--- src/verilog/arb_mask_pkg.sv ---
// Package: register map, field positions, reset values and timing for the secondary bus arbiter
package arb_mask_pkg;
    localparam int NUM_LINES = 6;
    localparam logic [7:0] MASK_CTRL_OFFSET = 8'hDD;
    localparam logic [7:0] EXPIRED_OFFSET = 8'hDE;
    localparam logic [7:0] CLOCK_CTRL_OFFSET = 8'hDC;
    localparam logic [7:0] MASK_CTRL_RESET = 8'h00;
    localparam logic [7:0] EXPIRED_RESET = 8'h00;
    localparam logic [7:0] CLOCK_CTRL_RESET = 8'h40;
    localparam int LIMIT_ENABLE_BIT = 7;
    localparam int AUTO_IGNORE_BIT = 6;
    localparam int PARK_BRIDGE_BIT = 7;
    localparam int BRIDGE_LEVEL_BIT = 6;
    localparam logic [1:0] EXPIRED_RSVD = 2'h0;
    localparam int IDLE_LIMIT_CLOCKS = 16;
    localparam logic [4:0] IDLE_LIMIT_COUNT = 5'(IDLE_LIMIT_CLOCKS);
    // Grant index 6 stands for the bridge itself
    localparam logic [2:0] BRIDGE_ID = 3'h6;
    typedef enum logic [2:0] {
        ST_IDLE = 3'b001,
        ST_WAIT = 3'b010,
        ST_BUSY = 3'b100
    } arb_state_t;
endpackage : arb_mask_pkg

--- src/verilog/arb_pick.sv ---
// Module: two-tier round-robin selection among masked requests
`timescale 1ns/1ps
module arb_pick
    import arb_mask_pkg::*;
#(
    parameter int N = 7
)
(
    input wire logic [N-1:0] req,
    input wire logic [N-1:0] high_tier,
    input wire logic [2:0] last,
    output logic found,
    output logic [2:0] winner
);
    logic [N-1:0] hi_req;
    logic [N-1:0] use_req;
    int idx;

    assign hi_req = req & high_tier;
    assign use_req = (|hi_req) ? hi_req : req;

    // Rotating search starting after the last winner
    always_comb
    begin
        found = 1'b0;
        winner = 3'h0;
        idx = 0;
        for (int k = 1; k <= N; k++)
        begin
            idx = (int'(last) + k) % N;
            if (!found && use_req[idx])
            begin
                found = 1'b1;
                winner = 3'(idx);
            end
        end
    end
endmodule : arb_pick

--- src/verilog/sec_bus_arbiter.sv ---
// Module: secondary bus arbiter with request masking, idle-grant time-out and sticky expiry flags
`timescale 1ns/1ps
// Summary of operation
// (RQ1) With limit enabled, count clocks from bus idle; expire after 16 without frame
// (RQ2) With limit disabled, never expire; wait for granted master indefinitely
// (RQ3) With auto-ignore set, an expiry sets that line's ignore bit
// (RQ4) A set ignore bit removes its request line from arbitration
// (RQ5) Mask and limit control register resets to zero
// (RQ6) An expiry sets the flag of the granted line
// (RQ7) Flags read one after an expiry, zero otherwise and after reset
// (RQ8) Flag register bits 7:6 read zero
// (RQ9) Granted master must start frame within the limit after bus idle
// (RQ10) Idle bus parks on last master, or on the bridge when park bit set
// (RQ11) Two priority tiers; bridge high by default, masters low
// (RQ12) Ignore bit n and flag bit n both belong to request line n
// (RQ13) Flags stay set until a one is written to them
module sec_bus_arbiter
    import arb_mask_pkg::*;
#(
    parameter int LINES = NUM_LINES
)
(
    input wire logic mclk,
    input wire logic reset_n,
    input wire logic [LINES-1:0] req_n,
    input wire logic bridge_req,
    input wire logic frame_n,
    input wire logic irdy_n,
    input wire logic cfg_wr,
    input wire logic cfg_rd,
    input wire logic [7:0] cfg_addr,
    input wire logic [7:0] cfg_wdata,
    output logic [7:0] cfg_rdata,
    output logic [LINES-1:0] gnt_n,
    output logic bridge_gnt
);
    ////////////////////////////////////////////////////////////////////////////
    logic [7:0] mask_ctrl_q;
    logic [7:0] clock_ctrl_q;
    logic [LINES-1:0] expired_q;
    arb_state_t state_q;
    logic [2:0] owner_q;
    logic [2:0] last_q;
    logic [4:0] idle_cnt_q;
    logic bus_idle;
    logic expire;
    logic [LINES:0] eligible;
    logic [LINES:0] tier;
    logic found;
    logic [2:0] winner;
    logic [LINES-1:0] auto_set;
    logic [LINES-1:0] flag_set;

    assign bus_idle = frame_n && irdy_n;
    // Ignore bits gate each request line
    assign eligible = {bridge_req, ~req_n & ~mask_ctrl_q[LINES-1:0]}; // RQ4 RQ12
    assign tier = {clock_ctrl_q[BRIDGE_LEVEL_BIT], clock_ctrl_q[LINES-1:0]}; // RQ11

    arb_pick #(.N(LINES + 1)) u_pick (
        .req(eligible),
        .high_tier(tier),
        .last(last_q),
        .found(found),
        .winner(winner)
    );

    // Expiry only when enabled and the granted master idled past the limit
    assign expire = (state_q == ST_WAIT) && mask_ctrl_q[LIMIT_ENABLE_BIT] && owner_q != BRIDGE_ID
        && frame_n && (idle_cnt_q == IDLE_LIMIT_COUNT - 5'h1); // RQ1 RQ2

    generate
        for (genvar i = 0; i < LINES; i++)
        begin : g_line
            assign flag_set[i] = expire && owner_q == 3'(i); // RQ6 RQ12
            assign auto_set[i] = flag_set[i] && mask_ctrl_q[AUTO_IGNORE_BIT]; // RQ3
        end
    endgenerate

    ////////////////////////////////////////////////////////////////////////////
    // Configuration registers
    always_ff @(posedge mclk)
    begin
        if (!reset_n)
        begin
            mask_ctrl_q <= MASK_CTRL_RESET; // RQ5
        end
        else
        begin
            if (cfg_wr && cfg_addr == MASK_CTRL_OFFSET)
            begin
                mask_ctrl_q <= cfg_wdata | {2'h0, auto_set};
            end
            else
            begin
                mask_ctrl_q <= mask_ctrl_q | {2'h0, auto_set}; // RQ3
            end
        end
    end

    always_ff @(posedge mclk)
    begin
        if (!reset_n)
        begin
            clock_ctrl_q <= CLOCK_CTRL_RESET; // RQ11
        end
        else if (cfg_wr && cfg_addr == CLOCK_CTRL_OFFSET)
        begin
            clock_ctrl_q <= cfg_wdata;
        end
    end

    // Sticky flags, write one to clear, set wins over clear
    always_ff @(posedge mclk)
    begin
        if (!reset_n)
        begin
            expired_q <= EXPIRED_RESET[LINES-1:0]; // RQ7
        end
        else if (cfg_wr && cfg_addr == EXPIRED_OFFSET)
        begin
            expired_q <= (expired_q & ~cfg_wdata[LINES-1:0]) | flag_set; // RQ13
        end
        else
        begin
            expired_q <= expired_q | flag_set; // RQ7
        end
    end

    always_ff @(posedge mclk)
    begin
        if (!reset_n)
        begin
            cfg_rdata <= 8'h00;
        end
        else if (cfg_rd)
        begin
            case (cfg_addr)
                MASK_CTRL_OFFSET: cfg_rdata <= mask_ctrl_q;
                EXPIRED_OFFSET: cfg_rdata <= {EXPIRED_RSVD, expired_q}; // RQ8
                CLOCK_CTRL_OFFSET: cfg_rdata <= clock_ctrl_q;
                default: cfg_rdata <= 8'h00;
            endcase
        end
    end

    ////////////////////////////////////////////////////////////////////////////
    // Grant sequencing
    always_ff @(posedge mclk)
    begin
        if (!reset_n)
        begin
            state_q <= ST_IDLE;
            owner_q <= BRIDGE_ID;
            last_q <= BRIDGE_ID;
            idle_cnt_q <= 5'h0;
        end
        else
        begin
            case (state_q)
                ST_IDLE:
                begin
                    idle_cnt_q <= 5'h0;
                    if (found && bus_idle)
                    begin
                        owner_q <= winner;
                        state_q <= ST_WAIT;
                    end
                    else if (clock_ctrl_q[PARK_BRIDGE_BIT])
                    begin
                        owner_q <= BRIDGE_ID; // RQ10
                    end
                    else
                    begin
                        owner_q <= last_q; // RQ10
                    end
                end
                ST_WAIT:
                begin
                    if (!frame_n)
                    begin
                        last_q <= owner_q;
                        state_q <= ST_BUSY;
                    end
                    // A dropped or ignored request, the bridge's too, gives the bus back
                    else if (expire || !eligible[owner_q])
                    begin
                        state_q <= ST_IDLE; // RQ9
                    end
                    else if (bus_idle && mask_ctrl_q[LIMIT_ENABLE_BIT])
                    begin
                        idle_cnt_q <= idle_cnt_q + 5'h1; // RQ1
                    end
                end
                ST_BUSY:
                begin
                    if (bus_idle)
                    begin
                        state_q <= ST_IDLE;
                    end
                end
                default: state_q <= ST_IDLE;
            endcase
        end
    end

    always_ff @(posedge mclk)
    begin
        if (!reset_n)
        begin
            gnt_n <= '1;
            bridge_gnt <= 1'b1;
        end
        else
        begin
            for (int i = 0; i < LINES; i++)
            begin
                gnt_n[i] <= !(state_q != ST_BUSY && owner_q == 3'(i));
            end
            bridge_gnt <= state_q != ST_BUSY && owner_q == BRIDGE_ID;
        end
    end

    ////////////////////////////////////////////////////////////////////////////
    a_flag_after_expire: assert property (@(posedge mclk) disable iff (!reset_n)
        expire |=> expired_q[$past(owner_q)]) else $error("expiry flag not set"); // RQ6
    a_no_expire_off: assert property (@(posedge mclk) disable iff (!reset_n)
        !mask_ctrl_q[LIMIT_ENABLE_BIT] |-> !expire) else $error("expiry while disabled"); // RQ2
    a_auto_ignore: assert property (@(posedge mclk) disable iff (!reset_n)
        expire && mask_ctrl_q[AUTO_IGNORE_BIT] |=> mask_ctrl_q[$past(owner_q)])
        else $error("auto ignore missing"); // RQ3
    a_no_auto: assert property (@(posedge mclk) disable iff (!reset_n)
        expire && !mask_ctrl_q[AUTO_IGNORE_BIT] && !cfg_wr |=> !$rose(mask_ctrl_q[LINES-1:0] != 6'h0))
        else $error("unexpected ignore"); // RQ3
    a_rsvd_zero: assert property (@(posedge mclk) disable iff (!reset_n)
        cfg_rd && cfg_addr == EXPIRED_OFFSET |=> cfg_rdata[7:6] == 2'h0) else $error("reserved set"); // RQ8
    a_flag_sticky: assert property (@(posedge mclk) disable iff (!reset_n)
        expired_q != 6'h0 && !cfg_wr |=> (expired_q & $past(expired_q)) == $past(expired_q))
        else $error("flag lost"); // RQ13
    a_masked_no_gnt: assert property (@(posedge mclk) disable iff (!reset_n)
        state_q == ST_IDLE && found |-> !(winner < 3'(LINES) && mask_ctrl_q[winner]))
        else $error("ignored line won"); // RQ4
    a_limit_count: assert property (@(posedge mclk) disable iff (!reset_n)
        expire |-> $past(state_q, 15) == ST_WAIT) else $error("bad limit"); // RQ1
endmodule : sec_bus_arbiter

--- config.mk ---
export PLATFORM = sky130hd
export DESIGN_NAME = sec_bus_arbiter
export DESIGN_NICKNAME = d
export VERILOG_FILES = /design/src/verilog/arb_mask_pkg.sv /design/src/verilog/arb_pick.sv /design/src/verilog/sec_bus_arbiter.sv
export SDC_FILE = /design/constraint.sdc
export NUM_CORES = 1
export LEC_CHECK = 0
export ABC_AREA = 0
export BUFFER_PORTS_ARGS = -buffer_cell sky130_fd_sc_hd__clkbuf_2
export CORE_ASPECT_RATIO = 0.8
export CORE_MARGIN = 1.5
export CORE_UTILIZATION = 55
export DETAILED_ROUTE_END_ITERATION = 10
export GPL_TIMING_DRIVEN = 0
export PLACE_DENSITY = 0.82
export RECOVER_POWER = 50
export SLEW_MARGIN = 0
export SYNTH_ARGS = -nofsm -noshare
export SYNTH_HDL_FRONTEND = slang
export SYNTH_SLANG_ARGS = --single-unit
--- constraint.sdc ---
create_clock -name mclk -period 4.2 [get_ports mclk]
set_input_delay 0.21 -clock mclk [delete_from_list [all_inputs] [get_ports mclk]]
set_output_delay 0.21 -clock mclk [all_outputs]
set_load 0.01 [all_outputs]
# Word level (Yosys, flattened, before mapping)
# Index checks and enable logic that the tools add are counted.
# word_totals
mem_count	0
output_inout_bits	15
mem_bits_ro	0
ramBits	0
latch_bits	0
word_cells	172
reg_bits	51
# classes
n_div	7
magnitude_cmp	8
n_eq_ne	21
bitwise	11
shift	0
multipliers	0
n_reduce_logical	55
n_addsub	8
muxes	52
# op_table
operator	count
32-bit by 5-bit < comparator with 1-bit output (second input constant)	7
32-bit by 4-bit modulo with 32-bit output (second input constant)	7
3-bit two-way mux	13
1-bit logical AND	35
1-bit binary-select mux with 3-bit select	8
8-bit == test (second input constant)	3
8-bit case mux with 3 select lines	1
1-bit two-way mux	22
6-bit inverter	3
3-bit by 3-bit adder with 4-bit output (second input constant)	4
8-bit by 6-bit OR with 8-bit output	2
5-bit two-way mux	3
1-bit logical NOT	13
6-bit AND	2
3-bit == test (second input constant)	4
6-bit OR	2
5-bit case mux with 2 select lines	1
3-bit by 2-bit == test with 1-bit output (second input constant)	3
3-bit case mux with 3 select lines	1
3-bit by 2-bit adder with 4-bit output (second input constant)	2
8-bit two-way mux	1
2-bit != test (second input constant)	4
7-bit AND	1
7-bit two-way mux	1
17 further kinds	19

# Longest topological paths before layout
# Gate-level depths: netlist of the first run.
# depth
word_depth	30
depth_mapped	20
mapped_depth_nobuf	16

# Hierarchy
# A second synthesis of the first run with hierarchy kept.
# unflattened
hier_cells	559
hier_area_um2	4750.8
# by_module_without_submodules
mod	instances	cells_per_inst	area_each_um2	seq_area_each_um2
sec_bus_arbiter	1	256	2387.3	1021.0
arb_pick	1	303	2363.5	0.0

# Worst setup path before layout of the first run
# No wires, ideal clock.
# synth_timing
path_type	register to register
start	reg last_q[0]
end	reg owner_q[1]
path_slack_ps	-109
arrival_ps	4182
period_less_slack_ps	4309
path_buffers	4
stages_incl_launch_ff	20
required_time_ps	4073
path_cell_list	dfxtp_1 -> buf_2 -> inv_1 -> buf_2 -> ha_1 -> buf_2 -> inv_2 -> ha_1 -> ha_1 -> clkbuf_1 -> o21bai_1 -> a211oi_1 -> o32a_1 -> xnor2_1 -> mux2i_1 -> mux2i_1 -> a21o_1 -> a31oi_2 -> nor2_1 -> or3_1
# synth_via
elab_chain_cells	26
# synth_lines
element	line_no	rtl
start, declared	sec_bus_arbiter.sv:43	logic [2:0] last_q;
start signal, assigned	sec_bus_arbiter.sv:181	last_q <= owner_q;
3-bit by 1-bit adder with 4-bit output	arb_pick.sv:30	idx = (int'(last) + k) % N;
32-bit by 4-bit modulo with 32-bit output	arb_pick.sv:30	
1-bit binary-select mux with 3-bit select	arb_pick.sv:31	if (!found && use_req[idx])
1-bit two-way mux (implied by the code) (2 in series)	arb_pick.sv:31	
1-bit two-way mux	arb_pick.sv:31	
1-bit logical NOT	arb_pick.sv:31	
1-bit logical AND	arb_pick.sv:31	
1-bit two-way mux	arb_pick.sv:31	
[... 9 more ...]	n/a	
1-bit logical NOT	arb_pick.sv:31	
1-bit logical AND	arb_pick.sv:31	
1-bit two-way mux	arb_pick.sv:31	
1-bit logical NOT	arb_pick.sv:31	
1-bit logical AND	arb_pick.sv:31	
1-bit two-way mux	arb_pick.sv:31	
1-bit logical AND	sec_bus_arbiter.sv:163	if (found && bus_idle)
3-bit two-way mux (*)	sec_bus_arbiter.sv:163	
end signal, assigned	sec_bus_arbiter.sv:165	owner_q <= winner;
end signal, assigned	sec_bus_arbiter.sv:174	owner_q <= last_q;
end, declared	sec_bus_arbiter.sv:42	logic [2:0] owner_q;
# Mark *: on every way between the ends. The rest lies on a longest branch, timed or not. The select of a mux whose other input is x is not followed.
# A chain may end at the register's enable or synchronous reset.

# Worst setup path after layout of the first run
# layout_timing
start	reg last_q[2]
end	reg owner_q[1]
# The elaborated chain is that of the path after synthesis.

==> flow_metrics.tcl, run 1 <==
set metrics [dict create \
    fin_hold_ws_ps 162 \
    ys_warn_count 0 \
    fmax_mhz 237 \
    io_pins 44 \
    drtIter0Drc 714 \
    routedWlPerCell_um 19.5 \
    power_density_nw_per_um2 252 \
    finalNetCount 724 \
    slew_violations 0 \
    cts-root-buf "clkbuf_8" \
    grt_pass1_vias 4660 \
    clk_path_buf_depth 2 \
    initial_core_util_pct 56.1 \
    status "complete, but fails checks" \
    pwr-share-clk_pct 25.1 \
    grt_max_degree 18 \
    grt_use_total_pct 31.0 \
    ys_types 89 \
    grt_overflow_total 0 \
    multi_input_area_um2 3630 \
    seqCellArea_um2 1030 \
    cp-end-kind "register" \
    htree_levels 2 \
    nFillCells 690 \
    power_frac_comb_pct 38.5 \
    crit_type "reg2reg" \
    insertion_delay_ps 320 \
    cts_hold_buffers 0 \
    io_buffers 41 \
    place.gp.congestion 0.922 \
    relSlewSlack_pct 31.2 \
    yosysSeqAreaShare_pct 21.6 \
    p_sw_share_pct 36.6 \
    skew_ps 18.0 \
    synth_ff_type "dfxtp_1" \
    n_antenna_cell 0 \
    synth_edf_count 0 \
    period_share_pct 100 \
    layout_min_cycle_time_ps 4220 \
    drcViolationCount 0 \
    grt_pass1_wl_um 22900 \
    crit_fanout 10 \
    core_area_um2 8410 \
    routed_wl_um 15300 \
    firstDrtPassIters 6 \
    switchingPower_uw 523 \
    internal_power_uw 907 \
    cts.sinks 51 \
    critPathLaunchType "register" \
    detail-route-antenna-nets 0 \
    die-height_um 85.9 \
    cts_made_buffers 5 \
    fin_setup_tns_ps -18.9 \
    tritoncts "built" \
    rows 30 \
    power_frac_seq_pct 36.4 \
    drv_cap 0 \
    antenna_found_initial 0 \
    die_area_um2 9150 \
    final_area_um2 5680 \
    vdd_drop_max_uv 153 \
    routed_via_density 6.71 \
    vias 5264 \
    cp_data_arrival_time_ps 4410 \
    violations "negative setup slack" \
    setup_ws_ps -18.9 \
    worst-slew-pin-transition_ps 1030 \
    area_growth_pct 20.3 \
    p_total_uw 1430 \
    hold_path_class "in2reg" \
    syn_avg_cell_area_um2 8.00 \
    dpl_cell_area_um2 5080 \
    ys_async_sr_fraction_pct 0 \
    layout-drive-gt1-share_pct 23.6 \
    hold_viol 0 \
    synth-seq-cells 51 \
    synth_area_um2 4720 \
    crit_required_ps 4390 \
    dp_hpwl_um 10700 \
    p_leak_uw 0.00221 \
    cts.clk_slew.worst_paths_ps 100 \
    die_w_um 107 \
    syn_inst 590 \
    finalSetupViolations 1 \
    syn_nets 642 \
    final_core_util_pct 67.5 \
]
## per-layer routing
layer  vias up  GRT usage [%]  wire (um)
met3        52           5.55       1540
li1       2367              -          -
met2       343           49.1       6940
met5         -              0          0
met1      2502           43.6       6440
met4         0           7.64        380
## flip-flops by register name, indices dropped and copies added, names as in the netlist
signal / flops
owner_q: 3
cfg_rdata: 8
clock_ctrl_q: 8
gnt_n: 6
expired_q: 6
mask_ctrl_q: 8
state_q: 3
bridge_gnt: 1
idle_cnt_q: 5
last_q: 3
## cell usage after synthesis, types with 7 or more instances
library cell / instances / area (um^2)
nand3_1: 15 / 75.1
nor3_1: 13 / 65.1
xnor2_1: 8 / 70.1
inv_1: 20 / 75.1
o211ai_1: 10 / 75.1
a211oi_1: 8 / 60.1
a21oi_1: 46 / 230
dfxtp_1: 51 / 1020
clkbuf_1: 20 / 75.1
mux2i_1: 44 / 440
buf_2: 11 / 55.1
mux2_2: 7 / 78.8
nand2_1: 49 / 184
ha_1: 23 / 288
nor2_1: 76 / 285
nand4_1: 7 / 43.8
o21ai_0: 15 / 75.1
a21o_1: 7 / 52.6
## power groups by stage
stage / sequential, uW / combinational (uW) / clock [uW]
3_3_place_gp: 531 / 444 / 0
3_5_place_dp: 532 / 456 / 0
4_1_cts: 520 / 489 / 357
2_1_floorplan: 531 / 339 / 0
5_1_grt: 523 / 585 / 378
6_report: 520 / 550 / 360
## kinds of logic (layout without fill, tap and decap cells)
logic type	after synthesis	count (layout)	synth area share (%)
compound gates	173	173	26.9
xor+xnor	12	12	3.02
fa+ha+maj	23	23	6.10
buf+inv	58	141	5.22
flops	51	51	21.6
mux	54	54	12.3
simple gates	219	219	24.9
## cell usage in the layout (no fill, tap or decap), drive strengths merged, types with 5 or more instances in the layout
cell    instances
nor2           77
clkbuf         64
dfxtp          51
nand2          50
buf            50
a21oi          47
mux2i          44
inv            23
ha             23
o21ai          21
nand3          15
nor3           13
o211ai         12
nor3b          10
xnor2           9
a211oi          9
mux2            8
nand4           7
a21o            7
a31oi           7
a41oi           7
nor2b           6
nand2b          6
a22oi           6
o22ai           6
and2            5
o21a            5
or3             5
## worst max-delay path, stage by stage (launching register included)
cell and delay [ps]:
dfxtp_4 400, buf_8 170, buf_8 150, clkinvlp_4 160, buf_4 180, ha_1 230
a21o_1 260, ha_4 270, nor4b_4 220, o21ai_1 140, o211ai_2 160, mux2_2 390
a211oi_2 280, buf_4 190, nor4b_4 50, buf_4 160, a31oi_4 240, nor2_1 80
or3_1 360
## worst paths after layout
check	cells after the start	from	end	slack, ps
min reg2reg	2	cfg_rdata[6]	cfg_rdata[6]	470
max reg2reg	18	last_q[2]	owner_q[1]	-20
min	3	cfg_wdata[6]	clock_ctrl_q[6]	160
max	18	last_q[2]	owner_q[1]	-20
## stage by stage
stage / std cells / worst slack (ps)
2_1_floorplan: 590 / 17.3
3_3_place_gp: 743 / -857
3_5_place_dp: 743 / -904
4_1_cts: 767 / 2.11
5_1_grt: 785 / -133
6_report: 785 / -18.9
## repair_timing
item / in CTS / in global routing
setup endpoints to repair: 5 / 5
buffers inserted: 17 / 19
resized for setup: 31 / 33
pin swaps: 13 / 21
## final cells by class
| class | instances | area share (%) |
|---|---|---|
| Multi-Input combinational cell | 481 | 64.0 |
| Sequential cell | 51 | 18.2 |
| Timing Repair Buffer | 77 | 8.04 |
| Buffer | 32 | 3.44 |
| Tap cell | 112 | 2.47 |
| Inverter | 24 | 1.89 |
| Clock buffer | 5 | 1.21 |
| Clock inverter | 3 | 0.815 |
Note: power is estimated with default switching activity, not from simulation.
==> run 2, diff against run 1 <==
--- a/config.mk
+++ b/config.mk
@@ -9,12 +9,13 @@
 export BUFFER_PORTS_ARGS = -buffer_cell sky130_fd_sc_hd__clkbuf_2
 export CORE_ASPECT_RATIO = 0.8
 export CORE_MARGIN = 1.5
-export CORE_UTILIZATION = 55
+export CORE_UTILIZATION = 60
 export DETAILED_ROUTE_END_ITERATION = 10
 export GPL_TIMING_DRIVEN = 0
-export PLACE_DENSITY = 0.82
+export PLACE_DENSITY = 0.84
 export RECOVER_POWER = 50
 export SLEW_MARGIN = 0
 export SYNTH_ARGS = -nofsm -noshare
 export SYNTH_HDL_FRONTEND = slang
+export SYNTH_HIERARCHICAL = 1
 export SYNTH_SLANG_ARGS = --single-unit
==> constraint.sdc (replaced) <==
create_clock -name mclk -period 5.3 [get_ports mclk]
set_input_delay 0.265 -clock mclk [delete_from_list [all_inputs] [get_ports mclk]]
set_output_delay 0.265 -clock mclk [all_outputs]
set_load 0.01 [all_outputs]
==> run 2 against run 1 <==
Effect of this change:
- the flow finishes with violations (max-capacitance violations, max-slew violations)
- global-route usage is 0.62 points higher
- combinational power is 68% lower
- synthesized cell count is 5.3% lower
- flip-flop and latch count stayed put
- worst setup slack better by 240 ps
- final cell count is 8.3% lower
- critical path type unchanged
- critical endpoint is now owner_q[2]
- highest routed layer unchanged
==> flow_metrics.tcl, run 2 <==
set metrics [dict create \
    fin_setup_tns_ps 0 \
    yosysSeqAreaShare_pct 21.5 \
    layout_common_cells "dfxtp_1, mux2i_1, nand2_1" \
    cp-end-kind "register" \
    insertion_delay_ps 320 \
    io_buffers 42 \
    routed_via_density 6.73 \
    yosysMostFrequentCell "dfxtp_1" \
    tritoncts "built" \
    cts_made_buffers 5 \
    grt_use_total_pct 31.6 \
    cp_cell_sequence "buf_4, inv_4, ha_4, clkbuf_4, inv_1, ha_1, ha_2, a31oi_1, xnor2_1, ha_2, nand2b_1, o21bai_1, mux2i_2, a311o_1, a2bb2oi_1, or4b_1, buf_2, or3_1, and3_2, a21oi_1, o211ai_1" \
    synth_commonest_cells "dfxtp_1, mux2i_1, nand2_1" \
    synth_edf_count 0 \
    synth-seq-cells 51 \
    grt_setup_unrepaired "no" \
    final_common_cell "dfxtp_1" \
    yosysTopAreaCell "dfxtp_1" \
    period_share_pct 95.9 \
    synth_area_um2 4750 \
    syn_nets 616 \
    syn_avg_cell_area_um2 8.50 \
    ys_types 98 \
    hold_viol 0 \
    layout-drive-gt1-share_pct 18.5 \
    htree_levels 2 \
    finalSetupViolations 0 \
    die_area_um2 8460 \
    violations "max-capacitance violations, max-slew violations" \
    crit_required_ps 5470 \
    initial_core_util_pct 63.1 \
    routed_wl_um 13400 \
    vias 4849 \
    cts_hold_buffers 0 \
    finalNetCount 671 \
    status "complete, but fails checks" \
    worst-path-buf-inv 5 \
    antenna_found_initial 0 \
    grt_max_degree 16 \
    n_antenna_cell 0 \
    cpPeakStageDelay_ps 470 \
    layout_min_cycle_time_ps 5080 \
    routedWlPerCell_um 18.6 \
    core_area_um2 7530 \
    ys_warn_count 6 \
    area_growth_pct 11.5 \
    cts-root-buf "clkbuf_8" \
    grt_pass1_vias 4223 \
    die-height_um 82.6 \
    synth_area_leaders "dfxtp_1, mux2i_1, ha_1, nand2_1, nor2_1" \
    detail-route-antenna-nets 0 \
    clk_path_buf_depth 2 \
    firstDrtPassIters 5 \
    critPathLaunchType "register" \
    crit_fanout 10 \
    p_leak_uw 0.00202 \
    cts.sinks 51 \
    slew_violations 9 \
    critPathSlowestCell "or4b_1" \
    top_regs "cfg_rdata (8), clock_ctrl_q (8), mask_ctrl_q (8)" \
    drv_cap 1 \
    worst-slew-pin-transition_ps 2150 \
    skew_ps 5.71 \
    dp_hpwl_um 9890 \
    crit_type "reg2reg" \
    fin_hold_ws_ps 213 \
    vdd_drop_max_uv 139 \
    grt_overflow_total 0 \
    grt_pass1_wl_um 20800 \
    cp_top_family "simple AND/OR/NAND/NOR gates" \
    place_ws_ps -944 \
    rows 28 \
    synth_top_area_share_pct 21.5 \
    cp_data_arrival_time_ps 5250 \
    io_pins 44 \
    synth_ff_type "dfxtp_1" \
    hold_path_class "in2reg" \
    drcViolationCount 0 \
    syn_inst 559 \
    cts.clk_slew.worst_paths_ps 90 \
    cpMostUsedCell "ha_2" \
    relSlewSlack_pct -44.9 \
    drtIter0Drc 500 \
    power_density_nw_per_um2 161 \
    die_w_um 102 \
    setup_ws_ps 219 \
    ys_async_sr_fraction_pct 0 \
    fmax_mhz 197 \
    place.gp.congestion 1.00 \
]
-- run 2: cell families (layout without fill, tap and decap cells) --
group / count (synthesis) / in the layout / synth area share, %
AND/OR/NAND/NOR: 201 / 201 / 23.3
XOR/XNOR: 16 / 16 / 3.74
AO/OA/AOI/OAI: 163 / 163 / 26.7
buffers and inverters: 43 / 99 / 4.08
multiplexers: 57 / 57 / 13.4
adder cells (fa/ha/maj): 28 / 28 / 7.37
flip-flops: 51 / 51 / 21.5
-- run 2: layer usage --
layer	vias up	GRT usage, %	part of all wire [%]
met5	-	0	0
li1	2226	-	-
met1	2310	45.6	44
met2	275	49.1	44
met4	0	7.26	1.6
met3	38	5.39	10
-- run 2: final timing paths --
| path | start | end | slack, ps | cells past startpoint |
|---|---|---|---|---|
| setup / recovery | last_q[0] | owner_q[2] | 220 | 21 |
| hold / removal | cfg_wdata[6] | clock_ctrl_q[6] | 210 | 3 |
| setup reg to reg | last_q[0] | owner_q[2] | 220 | 21 |
| hold reg to reg | idle_cnt_q[4] | idle_cnt_q[4] | 490 | 2 |
-- run 2: stage by stage --
step	instance area, um^2	util, %	std cells	power (uW)
CTS	5280	70.0	717	847
global placement	5090	67.6	706	564
finish	5300	70.3	720	854
detailed placement	5090	67.6	706	569
floorplan	4750	-	559	517
global route	5300	70.3	720	882
-- run 2: worst register-to-register path: stages, from the launching register on --
cell       delay [ps]
dfxtp_4           360
buf_4             190
inv_4             110
ha_4              300
clkbuf_4          210
inv_1             130
ha_1              230
ha_2              210
a31oi_1           180
xnor2_1           180
ha_2              260
nand2b_1           60
o21bai_1          200
mux2i_2           360
a311o_1           240
a2bb2oi_1         110
or4b_1            470
buf_2             180
or3_1             380
and3_2            280
a21oi_1           180
o211ai_1          110
-- run 2: power breakdown --
part	internal (uW)	switching, uW	total [uW]	leakage, uW
Clock	153	134	287	0.0000612
Combinational	65.2	109	174	0.00154
Sequential	389	4.58	394	0.000413
Total	607	247	854	0.00202
-- run 2: what timing repair did --
| item | CTS | global route |
|---|---|---|
| pin swaps | 0 | 3 |
| setup endpoints to repair | 5 | 5 |
| buffers inserted | 3 | 5 |
| resized for setup | 11 | 10 |
-- run 2: layout make-up --
| type | count | area [um^2] |
|---|---|---|
| timing repair buffer | 50 | 251 |
| inverter | 19 | 78.8 |
| sequential | 51 | 1030 |
| clock inverter | 2 | 35.0 |
| fill | 599 | 2240 |
| tap | 105 | 131 |
| buffer | 22 | 115 |
| multi-input combinational | 465 | 3570 |
| clock buffer | 6 | 82.6 |
